File: src/core/bfs_pkg.sv
package bfs_pkg;
	// time base: one millisecond tick derived from core_clk
	localparam int unsigned CLK_HZ = 10_000_000;
	localparam int unsigned TICK_MS = 1;
	localparam int unsigned TICK_CYCLES = CLK_HZ / 1000 * TICK_MS;
	localparam int TICK_W = 14;
	// simple stage operate time in 0.1 s steps, 1..100
	localparam int STEP_MS = 100;
	localparam logic [6:0] SIMPLE_STEPS_MIN = 7'h01;
	localparam logic [6:0] SIMPLE_STEPS_MAX = 7'h64;
	localparam int SIMPLE_MS_W = 14;
	// selector stage operate delay in ms
	localparam logic [7:0] STAGE_MS_MIN = 8'h28;
	localparam logic [7:0] STAGE_MS_MAX = 8'hc8;
	localparam int NUM_CONTACTS = 7;
	localparam int NUM_SEL = 4;
	localparam int NUM_STAGES = 2;
	localparam logic [13:0] CNT_RESET = 14'h0000;
	// per-selector reset criteria bits
	localparam int RST_MON = 0;
	localparam int RST_ZERO = 1;
	localparam int RST_CB = 2;
	typedef enum logic [2:0] {
		BFS_IDLE = 3'b001,
		BFS_RUN = 3'b010,
		BFS_TRIP = 3'b100
	} bfs_state_t;
endpackage : bfs_pkg

File: src/core/bfs_breaker_failure_stage.sv
// Notes on behaviour
// - backup output after trip outlasts operate time
// - backup held until supervised trip clears
// - any source on contact starts supervision
// - supervised contact chosen among fitted contacts
// - delays accurate within twenty milliseconds
// - two identical selector stages, own outputs
// - disabled stage never starts nor trips
// - start while any selected source active
// - block freezes timer, resumes afterwards
// - block forces start and trip low
// - four edge events, each individually enabled
// - four selectors; zero-current only on one, two
// - selector four resets on its inputs only
// - protection source counts only enabled and started, except selector four: started only
// - no criterion selected means monitored-stage reset
// - multiple reset criteria are ANDed
// - delay elapse asserts trip and logs event
// - stage delay 40 to 200 ms
// - zero current when all phases and earth below threshold
// - separate phase and earth zero-current thresholds
// - conditions one, three offer breaker-status reset
`timescale 1ns/100ps
module bfs_breaker_failure_stage
	import bfs_pkg::*;
#(
	parameter int FITTED_CONTACTS = NUM_CONTACTS,
	// cycles per ms tick; a bench may shorten it to reach trip in time
	parameter int unsigned TICK_DIV = TICK_CYCLES,
	parameter int SRC_W = 8,
	parameter int CUR_W = 16
) (
	input wire logic core_clk,
	input wire logic rst_b,
	// simple stage
	input wire logic [NUM_CONTACTS-1:0] contact_drive,
	input wire logic [2:0] simple_contact_sel,
	input wire logic [6:0] simple_steps,
	output logic simple_backup_q,
	// selector stages: sources per selector, per stage
	input wire logic [NUM_STAGES-1:0] stage_enable,
	input wire logic [NUM_STAGES-1:0] stage_block,
	input wire logic [NUM_STAGES*8-1:0] stage_delay_ms,
	input wire logic [NUM_STAGES*4-1:0] stage_event_en,
	input wire logic [NUM_STAGES*NUM_SEL*SRC_W-1:0] src_select,
	input wire logic [NUM_SEL*SRC_W-1:0] prot_enabled,
	input wire logic [NUM_SEL*SRC_W-1:0] prot_started,
	input wire logic [NUM_STAGES*NUM_SEL*3-1:0] reset_crit,
	input wire logic [NUM_STAGES-1:0] cb_open_c1,
	input wire logic [NUM_STAGES-1:0] cb_open_c3,
	// zero-current detector inputs, then selector stage outputs
	input wire logic [3*CUR_W-1:0] phase_current,
	input wire logic [CUR_W-1:0] earth_current,
	input wire logic [CUR_W-1:0] phase_zero_thr,
	input wire logic [CUR_W-1:0] earth_zero_thr,
	output logic [NUM_STAGES-1:0] stage_start_q,
	output logic [NUM_STAGES-1:0] stage_trip_q,
	output logic [NUM_STAGES*4-1:0] stage_event_q
);

	typedef struct packed {
		logic [TICK_W-1:0] tick_cnt;
		logic tick;
		logic [NUM_CONTACTS-1:0] pin_s1;
		logic [NUM_CONTACTS-1:0] pin_s2;
		logic [SIMPLE_MS_W-1:0] simple_ms;
		logic simple_backup;
		bfs_state_t [NUM_STAGES-1:0] st;
		logic [NUM_STAGES-1:0][7:0] ms;
		logic [NUM_STAGES-1:0] start;
		logic [NUM_STAGES-1:0] trip;
		logic [NUM_STAGES*4-1:0] event_p;
	} bfs_regs_t;

	bfs_regs_t r_q, r_d;

	function automatic logic [7:0] clamp_ms(input logic [7:0] v);
		if (v < STAGE_MS_MIN) return STAGE_MS_MIN;
		if (v > STAGE_MS_MAX) return STAGE_MS_MAX;
		return v;
	endfunction

	function automatic logic [6:0] clamp_steps(input logic [6:0] v);
		if (v < SIMPLE_STEPS_MIN) return SIMPLE_STEPS_MIN;
		if (v > SIMPLE_STEPS_MAX) return SIMPLE_STEPS_MAX;
		return v;
	endfunction

	// zero-current needs every phase and earth below own threshold
	logic zero_cur;
	always_comb begin
		zero_cur = (earth_current < earth_zero_thr);
		for (int p = 0; p < 3; p++) begin
			if (phase_current[p*CUR_W +: CUR_W] >= phase_zero_thr) zero_cur = 1'b0;
		end
	end

	logic sup_active;
	logic [NUM_STAGES-1:0] any_src;
	logic [NUM_STAGES-1:0] do_reset;
	always_comb begin
		logic [SRC_W-1:0] sel;
		logic [SRC_W-1:0] live;
		logic [2:0] crit;
		logic sel_on;
		logic ok;
		sel = '0;
		live = '0;
		crit = '0;
		sel_on = 1'b0;
		ok = 1'b0;
		// unfitted contacts never supervised
		sup_active = (int'(simple_contact_sel) < FITTED_CONTACTS) &&
			r_q.pin_s2[simple_contact_sel];
		for (int s = 0; s < NUM_STAGES; s++) begin
			any_src[s] = 1'b0;
			do_reset[s] = 1'b1;
			for (int c = 0; c < NUM_SEL; c++) begin
				sel = src_select[(s*NUM_SEL+c)*SRC_W +: SRC_W];
				// selector four takes contacts and inputs directly
				live = (c == 3) ? prot_started[c*SRC_W +: SRC_W] :
					(prot_enabled[c*SRC_W +: SRC_W] & prot_started[c*SRC_W +: SRC_W]);
				sel_on = |(sel & live);
				any_src[s] = any_src[s] | sel_on;
				crit = reset_crit[(s*NUM_SEL+c)*3 +: 3];
				if (c >= 2) crit[RST_ZERO] = 1'b0;
				if (c == 1 || c == 3) crit[RST_CB] = 1'b0;
				if (c == 3) crit = 3'b001;
				if (crit == 3'b000) crit[RST_MON] = 1'b1;
				ok = 1'b1;
				if (crit[RST_MON] && sel_on) ok = 1'b0;
				if (crit[RST_ZERO] && !zero_cur) ok = 1'b0;
				if (crit[RST_CB] && !(c == 0 ? cb_open_c1[s] : cb_open_c3[s])) ok = 1'b0;
				if (|sel) do_reset[s] = do_reset[s] & ok;
			end
		end
	end

	always_comb begin
		r_d = r_q;
		r_d.pin_s1 = contact_drive;
		r_d.pin_s2 = r_q.pin_s1;
		r_d.event_p = '0;
		// 1 ms tick keeps counters well inside the 20 ms accuracy
		r_d.tick = 1'b0;
		if (r_q.tick_cnt == TICK_W'(TICK_DIV - 1)) begin
			r_d.tick_cnt = '0;
			r_d.tick = 1'b1;
		end else begin
			r_d.tick_cnt = r_q.tick_cnt + 1'b1;
		end
		if (!sup_active) begin
			r_d.simple_ms = '0;
			r_d.simple_backup = 1'b0;
		end else if (r_q.tick && !r_q.simple_backup) begin
			if (r_q.simple_ms >= SIMPLE_MS_W'(clamp_steps(simple_steps) * STEP_MS))
				r_d.simple_backup = 1'b1;
			else
				r_d.simple_ms = r_q.simple_ms + 1'b1;
		end
		for (int s = 0; s < NUM_STAGES; s++) begin
			case (r_q.st[s])
				BFS_IDLE: begin
					r_d.ms[s] = '0;
					if (stage_enable[s] && any_src[s] && !do_reset[s]) r_d.st[s] = BFS_RUN;
				end
				BFS_RUN: begin
					if (!stage_enable[s] || do_reset[s]) begin
						r_d.st[s] = BFS_IDLE;
					end else if (r_q.tick && !stage_block[s]) begin
						if (r_q.ms[s] + 8'h01 >= clamp_ms(stage_delay_ms[s*8 +: 8]))
							r_d.st[s] = BFS_TRIP;
						else
							r_d.ms[s] = r_q.ms[s] + 8'h01;
					end
				end
				BFS_TRIP: begin
					if (!stage_enable[s] || do_reset[s]) r_d.st[s] = BFS_IDLE;
				end
				default: r_d.st[s] = BFS_IDLE;
			endcase
			r_d.start[s] = (r_d.st[s] != BFS_IDLE) && !stage_block[s];
			r_d.trip[s] = (r_d.st[s] == BFS_TRIP) && !stage_block[s];
			// events: start on, start off, trip on, trip off
			r_d.event_p[s*4+0] = stage_event_en[s*4+0] & r_d.start[s] & ~r_q.start[s];
			r_d.event_p[s*4+1] = stage_event_en[s*4+1] & ~r_d.start[s] & r_q.start[s];
			r_d.event_p[s*4+2] = stage_event_en[s*4+2] & r_d.trip[s] & ~r_q.trip[s];
			r_d.event_p[s*4+3] = stage_event_en[s*4+3] & ~r_d.trip[s] & r_q.trip[s];
		end
	end

	always_ff @(posedge core_clk or negedge rst_b) begin
		if (!rst_b) begin
			r_q <= '0;
			for (int s = 0; s < NUM_STAGES; s++) begin
				r_q.st[s] <= BFS_IDLE;
			end
		end else begin
			r_q <= r_d;
		end
	end

	assign simple_backup_q = r_q.simple_backup;
	assign stage_start_q = r_q.start;
	assign stage_trip_q = r_q.trip;
	assign stage_event_q = r_q.event_p;

endmodule // bfs_breaker_failure_stage

File: config.mk
export PLATFORM = sky130hd
export DESIGN_NAME = bfs_breaker_failure_stage
export DESIGN_NICKNAME = d
export VERILOG_FILES = /design/src/core/bfs_pkg.sv /design/src/core/bfs_breaker_failure_stage.sv
export SDC_FILE = /design/constraint.sdc
export NUM_CORES = 1
export LEC_CHECK = 0
export BUFFER_PORTS_ARGS = -buffer_cell sky130_fd_sc_hd__clkbuf_2
export CAP_MARGIN = 20
export CORE_ASPECT_RATIO = 1.75
export CORE_UTILIZATION = 40
export CTS_CLUSTER_SIZE = 8
export DETAILED_ROUTE_END_ITERATION = 8
export PLACE_DENSITY = 0.69
export SKIP_LAST_GASP = 1
export SYNTH_ARGS = -nofsm -noshare
export SYNTH_HDL_FRONTEND = slang
export SYNTH_SLANG_ARGS = --single-unit
File: constraint.sdc
create_clock -name core_clk -period 3.6 [get_ports core_clk]
set_input_delay 0.18 -clock core_clk [delete_from_list [all_inputs] [get_ports core_clk]]
set_output_delay 0.18 -clock core_clk [all_outputs]
set_load 0.02 [all_outputs]
# Word level (Yosys, flattened, before mapping)
# Cells that the tools add are included.
dict set report word_totals {
  ff_bits 78
  latchBits 0
  ram_bits 0
  romBits 0
  input_bits 299
  out_inout_bits 13
  elab_cells 274
  memories 0
}
dict set report classes {
  n_addsub 4
  multipliers 1
  n_div 0
  n_lt_le_gt_ge 15
  n_eq_ne 20
  shift 0
  mux 106
  bitwise_logic 47
  n_reduce_logical 68
}
# cell count
set op_table {}
lappend op_table {{$mux W8} 20}
lappend op_table {{$reduce_or A8 Y1} 16}
lappend op_table {{$and A8 B8 Y8} 11}
lappend op_table {{$mux W1} 61}
lappend op_table {{$ge A16 B16 Y1} 3}
lappend op_table {{$mux W7} 6}
lappend op_table {{$pmux W8 S2} 2}
lappend op_table {{$mux W15} 2}
lappend op_table {{$mux W3} 10}
lappend op_table {{$add A14 B1 Y14 const B} 2}
lappend op_table {{$mux W14} 2}
lappend op_table {{$logic_and A1 B1 Y1} 26}
lappend op_table {{$and A1 B1 Y1} 22}
lappend op_table {{$logic_not A3 Y1} 6}
lappend op_table {{$pmux W3 S3} 2}
lappend op_table {{$add A8 B1 Y8 const B} 2}
lappend op_table {{$ge A8 B8 Y1} 2}
lappend op_table {{$gt A8 B8 Y1 const B} 2}
lappend op_table {{$lt A16 B16 Y1} 1}
lappend op_table {{$lt A8 B6 Y1 const B} 2}
lappend op_table {{$eq A14 B14 Y1 const B} 1}
lappend op_table {{$ge A14 B14 Y1} 1}
lappend op_table {{$ne A2 B2 Y1 const B} 7}
lappend op_table {{$eq A3 B3 Y1 const B} 4}
lappend op_table {{other kinds (17)} 48}

# Logic depth before layout (Yosys ltp)
# Gate-level depths: netlist of run 1.
dict set report logic_depth {
  word_depth 37
  depth_mapped 24
}

# Least setup slack after synthesis of run 1
# Ideal clock, no wire load.
dict set report synth_timing {
  kind {input to register}
  from {in simple_steps[4]}
  to {reg r_q[40] (netlist name)}
  setup_time_ns 0.078
  arrival_ns 4.447
  required_time_ns 3.522
  path_slack_ns -0.925
  path_stages 22
  cell_sequence {nor3_1 > a21oi_1 > o21ai_0 > ha_1 > ha_1 > ha_1 > ha_1 > a21o_1 > a21oi_1 > nor2_1 > o21a_1 > or3_1 > nand2_1 > ha_1 > a21o_1 > a21o_1 > a21o_1 > nor3_1 > o21ai_1 > a21o_1 > or4_1 > a21oi_1}
}
dict set report synth_via {
  elab_chain_len 13
  word_cells_on_any_way 18
  cone_classes {1 x mul; 3 x order compare; 1 x eq/ne; 12 x mux; 1 x reduce/logical}
}
# element line_no
set synth_lines {}
lappend synth_lines {{start, declared} bfs_breaker_failure_stage.sv:38} ;# input wire logic [6:0] simple_steps,
lappend synth_lines {{$gt A7 B7 Y1} bfs_breaker_failure_stage.sv:85} ;# if (v > SIMPLE_STEPS_MAX) return SIMPLE_STEPS_MAX;
lappend synth_lines {{$mux W1 (2 in series)} bfs_breaker_failure_stage.sv:85}
lappend synth_lines {{$mux W1} bfs_breaker_failure_stage.sv:155} ;# end else if (r_q.tick && !r_q.simple_backup) begin
lappend synth_lines {{$mux W1} bfs_breaker_failure_stage.sv:152} ;# if (!sup_active) begin
lappend synth_lines {{$mux W7} bfs_breaker_failure_stage.sv:86} ;# return v;
lappend synth_lines {{$mux W7 (*)} bfs_breaker_failure_stage.sv:85}
lappend synth_lines {{$mux W7 (*)} bfs_breaker_failure_stage.sv:155}
lappend synth_lines {{$mux W7 (*)} bfs_breaker_failure_stage.sv:152}
lappend synth_lines {{$mul A7 B5 Y12 (*)} bfs_breaker_failure_stage.sv:156} ;# if (r_q.simple_ms >= SIMPLE_MS_W'(clamp_steps(simple_steps) * STEP_MS))
lappend synth_lines {{$ge A14 B14 Y1 (*)} bfs_breaker_failure_stage.sv:156}
lappend synth_lines {{$ne A2 B2 Y1 (no line) (*)} --}
lappend synth_lines {{$reduce_and A2 Y1 (no line) (*)} --}
lappend synth_lines {{end signal, assigned} bfs_breaker_failure_stage.sv:199} ;# r_q <= r_d;
lappend synth_lines {{end, declared} bfs_breaker_failure_stage.sv:75} ;# bfs_regs_t r_q, r_d;
# Every way passes the cells marked *; elsewhere a longest branch is shown, timed or not. The select of a mux whose other input is x is not followed.
# A chain may end at the register's enable or synchronous reset.

# Worst setup path after layout of run 1
dict set report layout_timing {
  from {in simple_steps[3]}
  to {reg r_q[40] (netlist name)}
}
# The elaborated chain is that of the path after synthesis.

==> run_results.csv, run 1 <==
group,metric,value,unit
run_status,run_status,"complete, but fails checks",
run_status,failed_checks,"negative hold slack, negative setup slack",
min_path,timing.hold.worst.class,"in2async",
synth,synth_area_leader_cell,"sky130_fd_sc_hd__dfrtp_1",
worst_setup_path,ff_to_ff_path_depth,11,
cts,clk_transition_reported_paths,0.06,ns
global_route,grt_pass1_wl,35.54,mm
routing,route.detailed.vias_per_inst,5.299,
timing,grt_setup_unrepaired,"yes",
timing,final-max-slew-violation-count,0,
routing,detailedRoute.firstIterationViolations,224,
synth,ys_warn_count,0,
worst_setup_path,cp_data_arrival_time,4.41,ns
cells_and_area,post_route_cells_drive_above_1_share,0.3460,
floorplanning,die_x,102.6,microns
power,clockPowerShare,0.359,
floorplanning,core_region_area,0.01738,sq mm
floorplanning,floorplan.io_pins,312,
worst_setup_path,critical_path.cell_chain,"buf_8 -> nor2_4 -> nor2_1 -> nor2_1 -> inv_2 -> ha_4 -> ha_4 -> fa_1 -> ha_4 -> a21oi_4 -> nor2_1 -> o21a_1 -> or3_1 -> nand2_1 -> ha_1 -> a21o_1 -> a21o_1 -> a21o_1 -> nor3_2 -> o21ai_2 -> a21o_1 -> or4_1 -> a21oi_2",
placed_design,numPlacedInstances,1330,
placed_design,place_ws,-1.077,ns
cells_and_area,layout.filler_cells,1632,
routing,vias,7249,
cts,clock_tree_from_tritoncts,"built",
timing,timing.final.ws_setup,-0.5438,ns
timing,setup_skew_after_layout,0.008195,ns
synth,syn_area_per_cell,8.796,sq um
timing,max_slew.worst_pin.slew,0.9792,ns
routing,wl,23.10,mm
cts,h_tree_levels,3,
cts,cts_inserted_buffers,9,
timing,slew_headroom,0.3422,
worst_setup_path,timing.critical_path.slowest_cell_delay,0.54,ns
synth,synth.cell_area,0.007081,sq mm
power,pd_cells,286.2,mW/mm^2
power,design_power_total,2755,uW
placed_design,placed_standard_cell_area,0.008904,sq mm
timing,clock.fmax,0.2413,GHz
cells_and_area,most-common-layout-cells,"sky130_fd_sc_hd__clkbuf_2 (288), sky130_fd_sc_hd__ha_1 (112), sky130_fd_sc_hd__dfrtp_1 (76)",
cts,clock_sink_count,78,
placed_design,post-dp-hpwl,19.91,mm
global_route,number_of_global_route_vias_before_repair,7457,
synth,synth-edff-count,0,
synth,postSynth.asyncResetShare,1.000,
synth,ys_seq_area_frac,0.2760,
timing,final.hold.worst_slack,-0.02661,ns
floorplanning,dieHeight,178.0,microns
cts,clock_root_buffer,"sky130_fd_sc_hd__clkbuf_16",
placed_design,finalWeightedCongestion,1.021,
cells_and_area,non_filler_instance_count_after_layout,1368,
synth,synth_nets,1228,
timing,min_period_over_period,1.151,
routing,antenna_violating_nets_post_route,0,
global_route,grt.total_usage,0.2568,
timing,min_period,4.144,ns
worst_setup_path,cp_max_fo,3,
global_route,globalRouteOverflowTotal,0,
synth,post_synth_main_area_contributors,"sky130_fd_sc_hd__dfrtp_1 (27%), sky130_fd_sc_hd__ha_1 (22%), sky130_fd_sc_hd__inv_1 (3.6%)",
timing,report.final.hold_viol_count,14,
cells_and_area,final_area,0.009625,sq mm
worst_setup_path,critPathSlowestCell,"sky130_fd_sc_hd__fa_1",
global_route,number_of_antenna_violations_at_the_first_check_in_global_routing,3,
worst_setup_path,timing.critical_path.from_type,"input port",
synth,synth_cells,805,
synth,dominantRegCellSynth,"sky130_fd_sc_hd__dfrtp_1",
power,internal-power,1955,uW
floorplanning,initial_core_utilization,0.4075,
routing,wl_per_cell,16.89,microns
cts,insertion_delay,0.33,ns
synth,synth.ff_latch_count,78,
synth,yosysTopAreaCellShare,0.2686,
routing,drt-pass1-iter-count,5,
worst_setup_path,critical_path_class,"in2reg",
cells_and_area,layout.cells.most_common,"sky130_fd_sc_hd__clkbuf_2",
power,worst_ir_drop_vdd,0.0002352,V
worst_setup_path,cp.required,3.86,ns
floorplanning,placementRows,64,
timing,finalSetupViolations,15,
floorplanning,overall_die_area,0.01826,sq mm
global_route,maximum_number_of_pins_on_one_net_before_global_route_repair,79,
cts,cts_buffer_depth,2,
cells_and_area,finish.net_count,1551,
power,p_leak,0.005058,uW
routing,post-route-drc-count,0,
power,power.switching,799.9,uW
run,timing.max_cap.violations,0,
cells_and_area,flow.area_growth_from_synthesis,35.94,%
synth,synth_cell_type_count,66,
worst_setup_path,endpoint_kind,"flop",
power,comb_power_share,0.311,
power,pwr-share-seq,0.331,
placed_design,placement.io_buffers,293,
worst_setup_path,cp_common_cell,"sky130_fd_sc_hd__a21o_1",
power,netSwitchingFraction,0.2904,
## sequential cells by signal, indices dropped and copies added, names as in the netlist
name and cells:
stage_trip_q 2, simple_backup_q 1, stage_start_q 2, r_d 7
r_q 58, stage_event_q 8
## through the flow
stage                     TNS (ns)    util
after CTS                   -7.061  0.5469
after global routing        -10.34  0.5536
final                       -6.826  0.5539
after detailed placement    -14.93  0.5124
after floorplan             -9.037       -
after global placement      -13.92  0.5124
## worst paths after layout
check | endpoint | slack [ns] | start
worst max-delay path | r_q[40] | -0.54 | simple_steps[3]
worst min-delay path | r_q[38] | -0.03 | rst_b
worst max register to register | r_q[17] | 0.58 | r_q[12]
worst min register to register | r_q[53] | 0.35 | r_d[53]
max in group asynchronous | r_q[71] | 2.97 | rst_b
min in group core_clk | stage_event_q[7] | 0.05 | stage_event_en[7]
## cell type report
type | instances | area (sq um) | area share
Timing Repair Buffer | 332 | 1815 | 0.1886
Antenna cell | 4 | 10.01 | 0.001040
Multi-Input combinational cell | 639 | 4967 | 0.5161
Inverter | 68 | 255.2 | 0.02652
Sequential cell | 78 | 1954 | 0.2030
Clock buffer | 10 | 239.0 | 0.02483
Clock inverter | 6 | 95.09 | 0.009879
Tap cell | 231 | 289.0 | 0.03003
## cells by family (layout without fill, tap and decap cells)
family / after synthesis / in the layout / synth area share
mux: 11 / 11 / 0.01838
fa+ha+maj: 124 / 124 / 0.2212
flops: 78 / 78 / 0.2760
buf+inv: 88 / 416 / 0.05337
other cells: 0 / 4 / 0
simple gates: 293 / 293 / 0.2181
xor+xnor: 37 / 37 / 0.04577
compound gates: 174 / 174 / 0.1672
## power by group through the flow
stage	sequential, uW	clock, uW	combinational, uW
final	910	989	855
after global routing	914	1040	958
after CTS	911	1000	835
after detailed placement	926	0	770
after global placement	925	0	752
after floorplan	922	0	414
## repair_timing
item | in CTS | in global routing
hold endpoints to repair | 7 | 0
gates resized for setup | 16 | 27
hold buffers | 7 | 0
setup endpoints to repair | 15 | 15
setup buffers | 9 | 1
pin swaps | 20 | 21
cloned | 0 | 1
## synth_stat cells (all sizes together) (19+ instances only)
cell type  count
a21oi         50
and2          19
dfrtp         76
ha           122
inv           68
nand2         57
nand3         41
nand4         19
nor2          53
o21ai         25
xnor2         22
## critical path: cells and delay by family
kind,cells,cell delay [ns]
compound gates,8,1.23
buf+inv,2,0.21
simple gates,8,1.31
fa+ha+maj,5,1.46
## per-layer routing
metal / global-route usage / vias to the layer above / wire (microns)
met5: 0 / - / 13
met4: 0.1488 / 2 / 1409
met3: 0.03918 / 59 / 1228
met2: 0.4753 / 255 / 11900
met1: 0.2659 / 3342 / 8556
li1: - / 3591 / -
No activity file was read; power rests on OpenSTA's default activity.
==> run 2, diff against run 1 <==
- CORE_UTILIZATION: 40 -> 49
- CTS_CLUSTER_SIZE: 8 -> 24
- PLACE_DENSITY: 0.69 -> 0.82
==> run 2 against run 1 <==
The flow still finishes with violations (negative hold slack, negative setup slack). Worst hold slack better by 0.016 ns. First-iteration DRC count grew 16%. Sequential power about the same. Sequential cell count is the same.
==> run_results.csv, run 2 (same netlist as run 1, synthesis figures left out) <==
group,metric,value,unit
run_status,run_status,"complete, but fails checks",
run_status,failed_checks,"negative hold slack, negative setup slack",
cts,cts_buffer_depth,2,
timing,finalSetupViolations,15,
floorplanning,overall_die_area,0.01495,sq mm
global_route,grt.busiest_layer,"met2",
min_path,timing.hold.worst.class,"in2async",
power,clockPowerShare,0.328,
timing,timing.final.ws_setup,-0.8222,ns
floorplanning,initial_core_utilization,0.5065,
global_route,number_of_global_route_vias_before_repair,7663,
placed_design,placement.io_buffers,293,
power,pd_cells,283.2,mW/mm^2
routing,detailedRoute.firstIterationViolations,260,
worst_setup_path,timing.critical_path.from_type,"input port",
floorplanning,die_x,92.87,microns
cells_and_area,fin_util,0.6763,
global_route,number_of_antenna_violations_at_the_first_check_in_global_routing,2,
cells_and_area,most-common-layout-cells,"sky130_fd_sc_hd__clkbuf_2 (290), sky130_fd_sc_hd__ha_1 (113), sky130_fd_sc_hd__dfrtp_1 (76)",
worst_setup_path,ff_to_ff_path_depth,10,
placed_design,finalWeightedCongestion,1.129,
power,power.switching,863.3,uW
timing,report.final.hold_viol_count,3,
routing,vias,7502,
floorplanning,dieHeight,161.0,microns
global_route,grt.total_usage,0.3264,
power,p_leak,0.005019,uW
timing,max_slew.worst_pin.slew,0.9961,ns
cells_and_area,post_route_cells_drive_above_1_share,0.3425,
timing,clock.fmax,0.2261,GHz
power,netSwitchingFraction,0.3224,
cts,clock_root_buffer,"sky130_fd_sc_hd__clkbuf_16",
routing,wl_per_cell,18.81,microns
cells_and_area,finish.net_count,1548,
power,pwr-share-seq,0.340,
routing,antenna_violating_nets_post_route,0,
timing,slew_headroom,0.3308,
worst_setup_path,worstReg2RegStart,"r_q[37]",
routing,wl,24.60,mm
timing,final-max-slew-violation-count,0,
worst_setup_path,critical_path_class,"in2reg",
timing,min_period_over_period,1.228,
cells_and_area,number_of_flip_flops_under_the_largest_register_name,58,
worst_setup_path,cp_max_fo,3,
timing,grt_setup_unrepaired,"yes",
global_route,met1_usage,0.3249,
cells_and_area,final_area,0.009454,sq mm
routing,post-route-drc-count,0,
placed_design,place_ws,-1.126,ns
cts,clock_tree_from_tritoncts,"built",
floorplanning,placementRows,57,
worst_setup_path,endpoint_kind,"flop",
global_route,met3_usage_in_global_routing,0.06309,
worst_setup_path,crit_path_start,"simple_steps[3]",
timing,min_period,4.422,ns
power,worst_ir_drop_vdd,0.0001845,V
global_route,grt_pass1_wl,36.94,mm
floorplanning,floorplan.io_pins,312,
placed_design,post-dp-hpwl,20.34,mm
cts,cts_inserted_buffers,9,
global_route,globalRouteOverflowTotal,0,
cts,h_tree_levels,3,
timing,setup_skew_after_layout,0.01164,ns
run,timing.max_cap.violations,0,
placed_design,placed_standard_cell_area,0.008851,sq mm
timing,final.hold.worst_slack,-0.01058,ns
timing,finalSetupTns,-9.607,ns
cts,insertion_delay,0.34,ns
cts,clock_sink_count,78,
cts,clk_transition_reported_paths,0.06,ns
cells_and_area,largest-register,"r_q",
worst_setup_path,cp.required,3.86,ns
worst_setup_path,cp_data_arrival_time,4.68,ns
global_route,gr-usage-met2,0.5946,
power,internal-power,1814,uW
global_route,maximum_number_of_pins_on_one_net_before_global_route_repair,79,
power,comb_power_share,0.332,
routing,route.detailed.vias_per_inst,5.735,
cells_and_area,layout.cells.most_common,"sky130_fd_sc_hd__clkbuf_2",
cells_and_area,flow.area_growth_from_synthesis,33.52,%
routing,drt-pass1-iter-count,5,
floorplanning,core_region_area,0.01398,sq mm
[run 2: cell types whose count changed in the layout (fill, tap and decap cells not counted), sizes merged]
cell and change:
buf -5, diode -3, clkinvlp +2, inv +4, bufinv -2, clkbuf +1
clkinv -3
[run 2: timing repair]
item | 4_1_cts | 5_1_grt
endpoints found under the setup margin | 15 | 15
hold buffers | 7 | 0
endpoints found under the hold margin | 7 | 0
pin swaps | 16 | 12
gates resized for setup | 19 | 14
buffers inserted | 5 | 1
[run 2: power groups by stage]
stage,Combinational (uW),Clock [uW],Sequential (uW)
final,889,879,909
after global routing,972,928,911
after CTS,839,891,909
after detailed placement,780,0,926
after global placement,755,0,924
after floorplan,414,0,922
[run 2: worst max-delay path, stage by stage]
cell and delay (ns):
sky130_fd_sc_hd__buf_8 0.11, sky130_fd_sc_hd__nor2_4 0.10, sky130_fd_sc_hd__nor2_2 0.05, sky130_fd_sc_hd__nor2_2 0.12
sky130_fd_sc_hd__inv_2 0.09, sky130_fd_sc_hd__ha_4 0.28, sky130_fd_sc_hd__ha_4 0.19, sky130_fd_sc_hd__fa_1 0.56
sky130_fd_sc_hd__ha_4 0.23, sky130_fd_sc_hd__a21oi_4 0.12, sky130_fd_sc_hd__nor2_1 0.05, sky130_fd_sc_hd__o21a_1 0.17
sky130_fd_sc_hd__or3_1 0.33, sky130_fd_sc_hd__nand2_2 0.10, sky130_fd_sc_hd__ha_4 0.20, sky130_fd_sc_hd__a21o_1 0.18
sky130_fd_sc_hd__a21o_1 0.20, sky130_fd_sc_hd__a21o_1 0.20, sky130_fd_sc_hd__nor3_1 0.15, sky130_fd_sc_hd__o21ai_1 0.16
sky130_fd_sc_hd__a21o_1 0.23, sky130_fd_sc_hd__or4_1 0.50, sky130_fd_sc_hd__a21oi_1 0.18
[run 2: through the flow]
| step | power [uW] | std cells | hold slack [ns] |
|---|---|---|---|
| 2_1_floorplan | 1336 | 805 | -0.1156 |
| 3_3_place_gp | 1679 | 1278 | 0.2900 |
| 3_5_place_dp | 1706 | 1278 | 0.2935 |
| 4_1_cts | 2639 | 1306 | 0.03713 |
| 5_1_grt | 2811 | 1308 | 0.07422 |
| 6_report | 2677 | 1308 | -0.01058 |
[run 2: cell type report]
type / instances / area, sq um
Multi-Input combinational cell: 639 / 4943
Fill cell: 1138 / 4524
Sequential cell: 78 / 1954
Timing Repair Buffer: 329 / 1788
Inverter: 68 / 255.2
Clock buffer: 9 / 225.2
Tap cell: 177 / 221.5
Clock inverter: 7 / 63.81
Antenna cell: 1 / 2.502
[run 2: metal layers]
layer	routed length, microns	share of wire
met2	12640	0.51
met4	1770	0.072
met3	1608	0.065
met1	8575	0.35
met5	0	0
[run 2: final timing paths]
kind	endpoint	slack, ns
worst min-delay path	r_q[46]	-0.01
min in group core_clk	stage_event_q[2]	0.08
max in group asynchronous	r_q[32]	2.98
worst max register to register	r_q[40]	0.64
worst min register to register	r_q[51]	0.35
worst max-delay path	r_q[40]	-0.82
